## src/hw/albd_pkg.sv

```systemverilog
// Shared constants and types for the arithmetic, logic and branch decoder
//
// Contract
// - Add-with-carry sums accumulator, carry and file byte
// - Add-with-carry updates N, OV, C, DC, Z
// - Destination bit zero selects accumulator, one selects file
// - Bank bit zero uses access bank, one uses bank pointer
// - Extended set, bank zero, address <=95 uses indexed offset
// - AND with file updates only N and Z
// - AND with literal uses eight-bit literal field
// - AND with literal writes accumulator, updates N, Z only
// - Clear file bit zeroes one bit, flags untouched
// - Branch on carry when carry is one
// - Branch without carry when carry is zero
// - Branch on negative when negative is one
// - Branch not negative when negative is zero
// - Taken target is incremented address plus twice offset
// - Not taken one cycle, taken adds a no-operation cycle
package albd_pkg;

  // Opcode fields of the instruction word
  localparam logic [5:0] OP_ADD_CARRY = 6'h08;
  localparam logic [5:0] OP_AND_FILE = 6'h05;
  localparam logic [7:0] OP_AND_LIT = 8'h0B;
  localparam logic [3:0] OP_CLR_BIT = 4'h9;
  localparam logic [7:0] OP_BR_CARRY = 8'hE2;
  localparam logic [7:0] OP_BR_NO_CARRY = 8'hE3;
  localparam logic [7:0] OP_BR_NEG = 8'hE6;
  localparam logic [7:0] OP_BR_NOT_NEG = 8'hE7;

  // Field positions
  localparam int DEST_BIT = 9;
  localparam int BANK_BIT = 8;
  localparam int BIT_IDX_LSB = 9;

  // Addressing limits
  localparam logic [7:0] INDEXED_MAX = 8'h5F;
  localparam logic [7:0] ACCESS_SPLIT = 8'h60;
  localparam logic [3:0] ACCESS_HIGH_BANK = 4'hF;
  localparam int DATA_ADDR_W = 12;

  // Status bit positions
  localparam int ST_C = 0;
  localparam int ST_DC = 1;
  localparam int ST_Z = 2;
  localparam int ST_OV = 3;
  localparam int ST_N = 4;

  // Register byte offsets on the bus
  localparam logic [7:0] REG_CONTROL = 8'h00;
  localparam logic [7:0] REG_ACCUM = 8'h04;
  localparam logic [7:0] REG_STATUS = 8'h08;
  localparam logic [7:0] REG_BANK_SEL = 8'h0C;
  localparam logic [7:0] REG_PC = 8'h10;
  localparam logic [7:0] REG_INDEX_BASE = 8'h14;
  localparam logic [7:0] REG_CORE_STATE = 8'h18;

  // Control bits and reset values
  localparam int CTL_RUN = 0;
  localparam int CTL_EXT = 1;
  localparam logic [1:0] CONTROL_RESET = 2'h1;
  localparam logic [7:0] PC_STEP = 8'h02;

  // Operation handed to the arithmetic unit
  typedef enum logic [1:0] {
    ALU_NONE = 2'h0,
    ALU_ADD_CARRY = 2'h1,
    ALU_AND = 2'h2,
    ALU_CLR_BIT = 2'h3
  } albd_alu_op_type;

  // Decoded instruction kind
  typedef enum logic [3:0] {
    K_NOP = 4'h0,
    K_ADD_CARRY = 4'h1,
    K_AND_FILE = 4'h2,
    K_AND_LIT = 4'h3,
    K_CLR_BIT = 4'h4,
    K_BR_CARRY = 4'h5,
    K_BR_NO_CARRY = 4'h6,
    K_BR_NEG = 4'h7,
    K_BR_NOT_NEG = 4'h8
  } albd_kind_type;

  // Quarter-cycle phase, one-hot
  typedef enum logic [3:0] {
    PH_Q1 = 4'h1,
    PH_Q2 = 4'h2,
    PH_Q3 = 4'h4,
    PH_Q4 = 4'h8
  } albd_phase_type;

endpackage

```

## src/hw/albd_op_if.sv

```systemverilog
// Operand and result bundle between the core and its arithmetic unit
`timescale 1ns/1ps
interface albd_op_if;
  albd_pkg::albd_alu_op_type op; // Operation to perform
  logic [7:0] accum; // Accumulator value
  logic [7:0] operand; // File byte or literal
  logic [2:0] bit_idx; // Bit index for bit clear
  logic [4:0] status_in; // Current flags
  logic [7:0] result; // Computed byte
  logic [4:0] status_out; // Flags after the operation
  modport core (output op, accum, operand, bit_idx, status_in, input result, status_out);
  modport alu (input op, accum, operand, bit_idx, status_in, output result, status_out);
endinterface

```

## src/hw/albd_alu.sv

```systemverilog
// Arithmetic unit: add with carry, AND, bit clear and flag generation
`timescale 1ns/1ps
module albd_alu (
  albd_op_if.alu ops
);
  logic [8:0] sum; // Full sum with carry out
  logic [4:0] low_sum; // Low nibble sum for digit carry

  // Result and flag computation
  always_comb begin
    sum = {1'b0, ops.accum} + {1'b0, ops.operand} + {8'h00, ops.status_in[albd_pkg::ST_C]};
    low_sum = {1'b0, ops.accum[3:0]} + {1'b0, ops.operand[3:0]}
      + {4'h0, ops.status_in[albd_pkg::ST_C]};
    ops.result = 8'h00;
    ops.status_out = ops.status_in;
    unique case (ops.op)
      albd_pkg::ALU_ADD_CARRY: begin
        ops.result = sum[7:0];
        ops.status_out[albd_pkg::ST_C] = sum[8];
        ops.status_out[albd_pkg::ST_DC] = low_sum[4];
        ops.status_out[albd_pkg::ST_Z] = (sum[7:0] == 8'h00);
        ops.status_out[albd_pkg::ST_OV] = (ops.accum[7] == ops.operand[7])
          && (sum[7] != ops.accum[7]);
        ops.status_out[albd_pkg::ST_N] = sum[7];
      end
      albd_pkg::ALU_AND: begin
        ops.result = ops.accum & ops.operand;
        ops.status_out[albd_pkg::ST_Z] = ((ops.accum & ops.operand) == 8'h00);
        ops.status_out[albd_pkg::ST_N] = ops.accum[7] & ops.operand[7];
      end
      albd_pkg::ALU_CLR_BIT: begin
        ops.result = ops.operand & ~(8'h01 << ops.bit_idx);
      end
      albd_pkg::ALU_NONE: begin
        ops.result = 8'h00;
      end
    endcase
  end
endmodule

```

## src/hw/albd_addr.sv

```systemverilog
// Data address resolution for file operands
`timescale 1ns/1ps
module albd_addr (
  input wire logic [7:0] file_addr,
  input wire logic bank_bit,
  input wire logic ext_enable,
  input wire logic [3:0] bank_select_pointer,
  input wire logic [11:0] index_base,
  output logic [11:0] data_addr
);
  // Bank pointer, indexed offset or access bank
  always_comb begin
    if (bank_bit) begin
      data_addr = {bank_select_pointer, file_addr};
    end else if (ext_enable && (file_addr <= albd_pkg::INDEXED_MAX)) begin
      data_addr = index_base + {4'h0, file_addr};
    end else if (file_addr < albd_pkg::ACCESS_SPLIT) begin
      data_addr = {4'h0, file_addr};
    end else begin
      data_addr = {albd_pkg::ACCESS_HIGH_BANK, file_addr};
    end
  end
endmodule

```

## src/hw/albd_core.sv

```systemverilog
// Decode and execute core for add, AND, bit clear and conditional branches
`timescale 1ns/1ps
module albd_core #(
  parameter int PC_WIDTH = 21
) (
  input wire logic clock,
  input wire logic rstn,
  input wire logic wb_cyc_i,
  input wire logic wb_stb_i,
  input wire logic wb_we_i,
  input wire logic [7:0] wb_adr_i,
  input wire logic [3:0] wb_sel_i,
  input wire logic [31:0] wb_dat_i,
  output logic [31:0] wb_dat_o,
  output logic wb_ack_o,
  input wire logic [15:0] instr_word,
  input wire logic instr_valid,
  output logic instr_ready,
  output logic [PC_WIDTH-1:0] fetch_addr,
  output logic [11:0] mem_addr,
  output logic mem_re,
  output logic mem_we,
  output logic [7:0] mem_wdata,
  input wire logic [7:0] mem_rdata
);

  // Program counter step at this width
  localparam logic [PC_WIDTH-1:0] PC_INC = PC_WIDTH'(albd_pkg::PC_STEP);

  // Architectural state
  logic [7:0] accum; // Accumulator
  logic [4:0] status; // N, OV, Z, DC, C
  logic [3:0] bank_select_pointer; // Upper address bits for banked access
  logic [11:0] index_base; // Base for indexed literal offset access
  logic [PC_WIDTH-1:0] pc; // Next fetch address
  logic [1:0] control; // Run and extended-set enable

  // Pipeline state
  albd_pkg::albd_phase_type phase; // Current quarter phase
  albd_pkg::albd_kind_type kind; // Instruction in execution
  logic [15:0] ir; // Latched instruction word
  logic [7:0] operand; // Operand read in the second phase
  logic [7:0] result; // Result computed in the third phase
  logic [4:0] next_status; // Flags computed in the third phase
  logic take; // Branch condition held
  logic [PC_WIDTH-1:0] target; // Branch destination
  logic flush; // Current cycle is a forced no-operation

  // Combinational helpers
  logic accept; // Instruction taken this phase
  albd_pkg::albd_kind_type next_kind; // Decode of the incoming word
  logic [11:0] resolved_addr; // Resolved data address
  logic to_file; // Result goes to data memory
  logic bus_req; // Bus request active
  logic bus_write; // Write takes effect at this edge

  // Operand bundle to the arithmetic unit
  albd_op_if ops ();

  // Classifies an instruction word
  function automatic albd_pkg::albd_kind_type decode(input logic [15:0] w);
    albd_pkg::albd_kind_type k;
    k = albd_pkg::K_NOP;
    if (w[15:10] == albd_pkg::OP_ADD_CARRY) begin
      k = albd_pkg::K_ADD_CARRY;
    end else if (w[15:10] == albd_pkg::OP_AND_FILE) begin
      k = albd_pkg::K_AND_FILE;
    end else if (w[15:8] == albd_pkg::OP_AND_LIT) begin
      k = albd_pkg::K_AND_LIT;
    end else if (w[15:12] == albd_pkg::OP_CLR_BIT) begin
      k = albd_pkg::K_CLR_BIT;
    end else if (w[15:8] == albd_pkg::OP_BR_CARRY) begin
      k = albd_pkg::K_BR_CARRY;
    end else if (w[15:8] == albd_pkg::OP_BR_NO_CARRY) begin
      k = albd_pkg::K_BR_NO_CARRY;
    end else if (w[15:8] == albd_pkg::OP_BR_NEG) begin
      k = albd_pkg::K_BR_NEG;
    end else if (w[15:8] == albd_pkg::OP_BR_NOT_NEG) begin
      k = albd_pkg::K_BR_NOT_NEG;
    end
    return k;
  endfunction

  // True for kinds that read a file operand
  function automatic logic reads_file(input albd_pkg::albd_kind_type k);
    return (k == albd_pkg::K_ADD_CARRY) || (k == albd_pkg::K_AND_FILE)
      || (k == albd_pkg::K_CLR_BIT);
  endfunction

  // Merges bus write data into a word under byte enables
  function automatic logic [31:0] merge(input logic [31:0] old, input logic [31:0] wd,
                                         input logic [3:0] sel);
    logic [31:0] m;
    m = old;
    for (int i = 0; i < 4; i++) begin
      if (sel[i]) begin
        m[i*8 +: 8] = wd[i*8 +: 8];
      end
    end
    return m;
  endfunction

  // Address resolution for the incoming word
  albd_addr u_addr (
    .file_addr(instr_word[7:0]),
    .bank_bit(instr_word[albd_pkg::BANK_BIT]),
    .ext_enable(control[albd_pkg::CTL_EXT]),
    .bank_select_pointer(bank_select_pointer),
    .index_base(index_base),
    .data_addr(resolved_addr)
  );

  // Arithmetic unit
  albd_alu u_alu (
    .ops(ops.alu)
  );

  // Drive the operand bundle
  always_comb begin
    unique case (kind)
      albd_pkg::K_ADD_CARRY: ops.op = albd_pkg::ALU_ADD_CARRY;
      albd_pkg::K_AND_FILE, albd_pkg::K_AND_LIT: ops.op = albd_pkg::ALU_AND;
      albd_pkg::K_CLR_BIT: ops.op = albd_pkg::ALU_CLR_BIT;
      default: ops.op = albd_pkg::ALU_NONE;
    endcase
    ops.accum = accum;
    ops.operand = operand;
    ops.bit_idx = ir[albd_pkg::BIT_IDX_LSB +: 3];
    ops.status_in = status;
  end

  // Fetch handshake and decode of the incoming word
  assign instr_ready = (phase == albd_pkg::PH_Q1) && control[albd_pkg::CTL_RUN] && !flush;
  assign accept = instr_ready && instr_valid;
  assign next_kind = decode(instr_word);
  assign fetch_addr = pc;

  // Destination select: bit clear always writes back, literal AND never
  assign to_file = (kind == albd_pkg::K_CLR_BIT)
    || (((kind == albd_pkg::K_ADD_CARRY) || (kind == albd_pkg::K_AND_FILE))
        && ir[albd_pkg::DEST_BIT]);

  // Bus handshake terms
  assign bus_req = wb_cyc_i && wb_stb_i;
  assign bus_write = bus_req && wb_we_i && wb_ack_o;

  // Quarter phase sequencer
  always_ff @(posedge clock or negedge rstn) begin
    if (!rstn) begin
      phase <= albd_pkg::PH_Q1;
    end else begin
      unique case (phase)
        albd_pkg::PH_Q1: phase <= albd_pkg::PH_Q2;
        albd_pkg::PH_Q2: phase <= albd_pkg::PH_Q3;
        albd_pkg::PH_Q3: phase <= albd_pkg::PH_Q4;
        albd_pkg::PH_Q4: phase <= albd_pkg::PH_Q1;
      endcase
    end
  end

  // First phase: latch and decode the instruction
  always_ff @(posedge clock or negedge rstn) begin
    if (!rstn) begin
      kind <= albd_pkg::K_NOP;
      ir <= 16'h0000;
    end else if (phase == albd_pkg::PH_Q1) begin
      if (accept) begin
        kind <= next_kind;
        ir <= instr_word;
      end else begin
        // No word this phase: the cycle runs as a no-operation
        kind <= albd_pkg::K_NOP;
      end
    end
  end

  // Data memory read port, active through the second phase
  always_ff @(posedge clock or negedge rstn) begin
    if (!rstn) begin
      mem_addr <= 12'h000;
      mem_re <= 1'b0;
    end else if (phase == albd_pkg::PH_Q1) begin
      mem_addr <= resolved_addr;
      mem_re <= accept && reads_file(next_kind);
    end else begin
      // Read strobe lasts one cycle
      mem_re <= 1'b0;
    end
  end

  // Second phase: capture the operand
  always_ff @(posedge clock or negedge rstn) begin
    if (!rstn) begin
      operand <= 8'h00;
    end else if (phase == albd_pkg::PH_Q2) begin
      if (kind == albd_pkg::K_AND_LIT) begin
        operand <= ir[7:0];
      end else begin
        operand <= mem_rdata;
      end
    end
  end

  // Third phase: compute result, flags and branch decision
  always_ff @(posedge clock or negedge rstn) begin
    if (!rstn) begin
      result <= 8'h00;
      next_status <= 5'h00;
      take <= 1'b0;
      target <= '0;
    end else if (phase == albd_pkg::PH_Q3) begin
      result <= ops.result;
      next_status <= ops.status_out;
      target <= pc + {{(PC_WIDTH-9){ir[7]}}, ir[7:0], 1'b0};
      unique case (kind)
        albd_pkg::K_BR_CARRY: take <= status[albd_pkg::ST_C];
        albd_pkg::K_BR_NO_CARRY: take <= !status[albd_pkg::ST_C];
        albd_pkg::K_BR_NEG: take <= status[albd_pkg::ST_N];
        albd_pkg::K_BR_NOT_NEG: take <= !status[albd_pkg::ST_N];
        default: take <= 1'b0;
      endcase
    end
  end

  // Data memory write port, active through the fourth phase
  always_ff @(posedge clock or negedge rstn) begin
    if (!rstn) begin
      mem_we <= 1'b0;
      mem_wdata <= 8'h00;
    end else if (phase == albd_pkg::PH_Q3) begin
      mem_we <= to_file;
      mem_wdata <= ops.result;
    end else begin
      // Write strobe lasts one cycle
      mem_we <= 1'b0;
    end
  end

  // No-operation cycle after a taken branch
  always_ff @(posedge clock or negedge rstn) begin
    if (!rstn) begin
      flush <= 1'b0;
    end else if (phase == albd_pkg::PH_Q4) begin
      // Held through the whole next instruction cycle
      flush <= take;
    end
  end

  // Accumulator: core write in the fourth phase wins over the bus
  always_ff @(posedge clock or negedge rstn) begin
    if (!rstn) begin
      accum <= 8'h00;
    end else if ((phase == albd_pkg::PH_Q4) && !to_file
                 && (ops.op != albd_pkg::ALU_NONE)) begin
      accum <= result;
    end else if (bus_write && (wb_adr_i == albd_pkg::REG_ACCUM)) begin
      // Bus write keeps the low byte only
      accum <= 8'(merge({24'h000000, accum}, wb_dat_i, wb_sel_i));
    end
  end

  // Status flags: core write in the fourth phase wins over the bus
  always_ff @(posedge clock or negedge rstn) begin
    if (!rstn) begin
      status <= 5'h00;
    end else if ((phase == albd_pkg::PH_Q4) && (ops.op != albd_pkg::ALU_NONE)) begin
      status <= next_status;
    end else if (bus_write && (wb_adr_i == albd_pkg::REG_STATUS)) begin
      // Bus write keeps the five flag bits only
      status <= 5'(merge({27'h0000000, status}, wb_dat_i, wb_sel_i));
    end
  end

  // Program counter: advance on fetch, load on taken branch
  always_ff @(posedge clock or negedge rstn) begin
    if (!rstn) begin
      pc <= '0;
    end else if (accept) begin
      // Step past the accepted word
      pc <= pc + PC_INC;
    end else if ((phase == albd_pkg::PH_Q4) && take) begin
      pc <= target;
    end else if (bus_write && (wb_adr_i == albd_pkg::REG_PC)) begin
      // Bus write keeps the counter width only
      pc <= PC_WIDTH'(merge(32'(pc), wb_dat_i, wb_sel_i));
    end
  end

  // Software-only registers
  always_ff @(posedge clock or negedge rstn) begin
    if (!rstn) begin
      control <= albd_pkg::CONTROL_RESET;
      bank_select_pointer <= 4'h0;
      index_base <= 12'h000;
    end else if (bus_write) begin
      unique case (wb_adr_i)
        albd_pkg::REG_CONTROL: begin
          // Run and extended-set bits only
          control <= 2'(merge({30'h00000000, control}, wb_dat_i, wb_sel_i));
        end
        albd_pkg::REG_BANK_SEL: begin
          // Four pointer bits only
          bank_select_pointer <= 4'(merge({28'h0000000, bank_select_pointer}, wb_dat_i,
                                          wb_sel_i));
        end
        albd_pkg::REG_INDEX_BASE: begin
          // Twelve base bits only
          index_base <= 12'(merge({20'h00000, index_base}, wb_dat_i, wb_sel_i));
        end
        default: begin
          index_base <= index_base;
        end
      endcase
    end
  end

  // Bus acknowledge, one cycle after the request, dropped after one cycle
  always_ff @(posedge clock or negedge rstn) begin
    if (!rstn) begin
      wb_ack_o <= 1'b0;
    end else begin
      // One pulse per request, low again in the next cycle
      wb_ack_o <= bus_req && !wb_ack_o;
    end
  end

  // Bus read data, captured with the request; unmapped reads as zero
  always_ff @(posedge clock or negedge rstn) begin
    if (!rstn) begin
      wb_dat_o <= 32'h00000000;
    end else if (bus_req && !wb_ack_o) begin
      unique case (wb_adr_i)
        albd_pkg::REG_CONTROL: wb_dat_o <= {30'h00000000, control};
        albd_pkg::REG_ACCUM: wb_dat_o <= {24'h000000, accum};
        albd_pkg::REG_STATUS: wb_dat_o <= {27'h0000000, status};
        albd_pkg::REG_BANK_SEL: wb_dat_o <= {28'h0000000, bank_select_pointer};
        albd_pkg::REG_PC: wb_dat_o <= 32'(pc);
        albd_pkg::REG_INDEX_BASE: wb_dat_o <= {20'h00000, index_base};
        albd_pkg::REG_CORE_STATE: wb_dat_o <= {23'h000000, flush, kind, phase};
        default: wb_dat_o <= 32'h00000000;
      endcase
    end
  end

endmodule

```

## config.mk

```make
export PLATFORM = sky130hd
export DESIGN_NAME = albd_core
export DESIGN_NICKNAME = d
export VERILOG_FILES = /design/src/hw/albd_pkg.sv /design/src/hw/albd_op_if.sv /design/src/hw/albd_alu.sv /design/src/hw/albd_addr.sv /design/src/hw/albd_core.sv
export SDC_FILE = /design/constraint.sdc
export NUM_CORES = 1
export LEC_CHECK = 0
export BUFFER_PORTS_ARGS = -buffer_cell sky130_fd_sc_hd__buf_4
export CAP_MARGIN = 20
export CORE_ASPECT_RATIO = 1.2
export CORE_MARGIN = 2
export CORE_UTILIZATION = 50
export DETAILED_ROUTE_END_ITERATION = 12
export GPL_ROUTABILITY_DRIVEN = 0
export PLACE_DENSITY = 0.78
export SYNTH_ARGS = -nofsm -noshare
export SYNTH_HDL_FRONTEND = slang
export SYNTH_HIERARCHICAL = 1
export SYNTH_SLANG_ARGS = --single-unit
```

## constraint.sdc

```tcl
create_clock -name clock -period 6.5 [get_ports clock]
set_input_delay 0.325 -clock clock [delete_from_list [all_inputs] [get_ports clock]]
set_output_delay 0.325 -clock clock [all_outputs]
set_load 0.05 [all_outputs]
```

==> results.yml <==
critical_path:
  regToRegSetupSlack_ps: 3310
  crit_slowest_cell: "dfrtp_1"
  required_ps: 6870
  worstPathCellList: "xnor2_1, nor3_1, ha_1, clkinv_1, nor2_1, nor4b_1, o2111ai_1, o31ai_2, nand2_1, nand2_1"
  crit_top_cell: "nand2_1"
  critPathLaunchType: "flip-flop"
  worst_setup_path_end_kind: "flip-flop"
  crit_type: "flip-flop to flip-flop"
  cpPeakStageDelay_ps: 550
  cp_max_fo: 12
  arrival_ps: 3570
timing:
  setup_viol: 0
  hold_violations: 0
  drv_slew: 0
  finalCritPeriodShare_pct: 49.1
  timing.setup.tns_ps: 0
  rsz0062_at_grt: "false"
  tightestPinTransition_ps: 958
  fin_skew_ps: 9.44
  slew_headroom_pct: 34.5
  period_needed_ps: 3190
  fmax_mhz: 313
finish:
  antenna_cells: 0
  syn_to_final_growth_pct: 17.3
  finalNonFillerCells: 1514
  final_nets: 1362
  drive_above_1_share_pct: 17.5
detailed_routing:
  drc_errors: 0
  wl_per_cell_um: 19.5
  drt_iter0_markers: 973
  postRouteAntennaNets: 0
  wirelength_um: 29500
  vias: 9179
  vias_per_cell: 6.06
  dr.pass1.iters: 7
logic_synthesis:
  synth.avg_cell_area_um2: 8.53
  synth_top_family_by_area: "simple AND/OR/NAND/NOR gates"
  ys.flop_type: "dfrtp_1"
  synth_area_leaders: "dfrtp_1 (38%), nand2_1 (9.9%), ha_1 (5.0%)"
  synth_top_cell_by_area: "dfrtp_1"
  synth-compound-area-share_pct: 19.3
  synth-seq-cells: 151
  ys_types: 87
  synthXorXnorAreaFrac_pct: 2.51
  async_flop_share_pct: 100
  synth_top_cell_area_share_pct: 38.2
  synthAdderAreaFrac_pct: 5.93
  synth_edf_count: 0
  synth_cells: 1143
  ys_warn_count: 6
  synthSimpleGateAreaFrac_pct: 22.5
  synthesis.area_um2: 9750
  synth_mux_area_share_pct: 6.57
  synth-seq-area-share_pct: 38.8
pwr:
  vdd_drop_max_v: 0.000189
  p_seq_share_pct: 44.2
  p_sw_share_pct: 24.9
  p_sw_w: 0.000543
  combinationalPowerShare_pct: 9.1
  power_density_nw_per_um2: 190
  p_leak_nw: 5.39
  p_int_w: 0.00163
  clockPowerShare_pct: 46.7
die:
  coreArea_um2: 19000
  dieArea_um2: 20600
  die_w_um: 131
  num_rows: 55
  pin_count: 151
  initial_utilization_pct: 51.4
  die_y_um: 157
grt:
  grt_max_degree: 84
  grt_pass1_vias: 8780
  grt_pass1_wl_um: 47100
  gr-total-overflow: 0
  antenna_found_initial: 0
  grt_usage_pct: 29.0
run_status:
  status: "finished, final reports clean"
clock_tree:
  cts_resized: 0
  ctsRootBufferMaster: "clkbuf_16"
  cts_tree: "done"
  clockBufferDepth: 2
  clock_latency_ps: 430
  htreeDepth: 4
  cts_made_buffers: 17
  cts.sinks: 151
  clk_pin_slew_ps: 60
placement:
  dp_hpwl_um: 21800
  placed_cells: 1481
  numPortBuffers: 127
hold_path:
  hold_path_class: "primary input to flip-flop"
job:
  drv_cap: 0
power by group through the flow:
stage | combinational, W | sequential [W] | clock, W
after floorplan | 0.0000904 | 0.000997 | 0
after global placement | 0.000192 | 0.000979 | 0
after detailed placement | 0.000195 | 0.000980 | 0
after CTS | 0.000197 | 0.000963 | 0.00102
after global routing | 0.000215 | 0.000964 | 0.00106
final | 0.000198 | 0.000963 | 0.00102
kinds of logic after synthesis:
family	count (synthesis)
other	1
buffers and inverters	93
AOI/OAI and AO/OA	294
adders and majority gates	44
muxes	61
DFF	151
xor gates and xnor gates	28
and+or+nand+nor	471
cells in the final DEF (no fill, tap or decap), types with 24 or more instances in the layout:
master   instances
nand2_1        257
dfrtp_1        149
buf_4          136
o21ai_0         85
a21oi_1         72
nor2_1          61
nand3_1         49
ha_1            39
mux2i_1         37
mux2_2          24
layout make-up:
type	instances	area (um^2)
fillers	1681	7550
multi-input cells	909	5590
flip-flops and latches	151	3780
repair buffers	138	1040
clock buffers	21	450
well taps	256	320
clock inverters	11	149
inverters	28	105
timing repair:
item                      CTS  global route
hold buffers                1             0
setup buffers               0             0
hold endpoints to repair   73             0
critical path, delay by kind of cell, from the launching register on:
kind	cells	cell delay [ps]
simple gates	5	1060
fa+ha+maj	1	490
xor+xnor	1	200
flops	1	550
compound gates	2	430
buf+inv	1	400
Yosys cell counts, types with 5 or more instances:
| cell type | number |
|---|---|
| mux2_2 | 24 |
| and3_1 | 13 |
| ha_1 | 39 |
| and2_1 | 7 |
| o211ai_1 | 5 |
| nor2_1 | 61 |
| a22o_1 | 9 |
| dfrtp_1 | 149 |
| a21oi_1 | 72 |
| o31ai_1 | 7 |
| nor3_1 | 20 |
| buf_4 | 12 |
| xnor2_1 | 16 |
| a22oi_1 | 10 |
| clkbuf_1 | 40 |
| o21a_1 | 6 |
| nand2b_1 | 11 |
| nand4_1 | 9 |
| xor2_1 | 12 |
| a211oi_1 | 8 |
| o21ai_0 | 85 |
| mux2i_1 | 37 |
| inv_1 | 23 |
| nand3_1 | 49 |
| nand2_1 | 257 |
| a21o_1 | 16 |
| a31oi_1 | 17 |
| buf_2 | 10 |
flip-flops by register name, summed over array words and instances (netlist names):
| signal | cells |
|---|---|
| fetch_addr | 21 |
| target | 21 |
| wb_dat_o | 21 |
| index_base | 12 |
| mem_addr | 12 |
| ir | 11 |
| accum | 8 |
| mem_wdata | 8 |
| operand | 8 |
| next_status | 5 |
| ops.status_in | 5 |
| bank_select_pointer | 4 |
| kind | 4 |
| phase | 4 |
| control | 2 |
| flush | 1 |
| mem_re | 1 |
| mem_we | 1 |
| take | 1 |
| wb_ack_o | 1 |
final timing paths:
kind                                     startpoint                          to  depth (start not counted)
max reg2reg                     kind[2]$_DFFE_PN0P_  next_status[2]$_DFFE_PN0P_                         10
min reg2reg                wb_dat_o[14]$_DFFE_PN0P_    wb_dat_o[14]$_DFFE_PN0P_                          2
max                             kind[2]$_DFFE_PN0P_  next_status[2]$_DFFE_PN0P_                         10
min                                   instr_word[3]           ir[3]$_DFFE_PN0P_                          3
min in group asynchronous                      rstn      operand[5]$_DFFE_PN0P_                          2
max in group asynchronous                      rstn          wb_ack_o$_DFF_PN0_                          3
through the flow:
step                      power [W]  cell area, um^2  hold WS, ps  utilization (%)  setup slack (ps)
final                       0.00218            11400          130             60.2              3310
after detailed placement    0.00117            10800          425             57.0              3380
after CTS                   0.00218            11400          123             60.2              3360
after global routing        0.00224            11400          134             60.2              3080
after global placement      0.00117            10800          418             57.0              3430
after floorplan             0.00109             9790         29.4                -              3700
layer usage:
layer | global-route usage (%) | wire, um | vias to the layer above
met5 | 0 | 0 | -
met4 | 13.5 | 1140 | 0
met3 | 4.35 | 2290 | 80
met2 | 48.0 | 14000 | 470
met1 | 37.7 | 12000 | 4347
li1 | - | - | 4282
(Power assumes the default switching activity.)
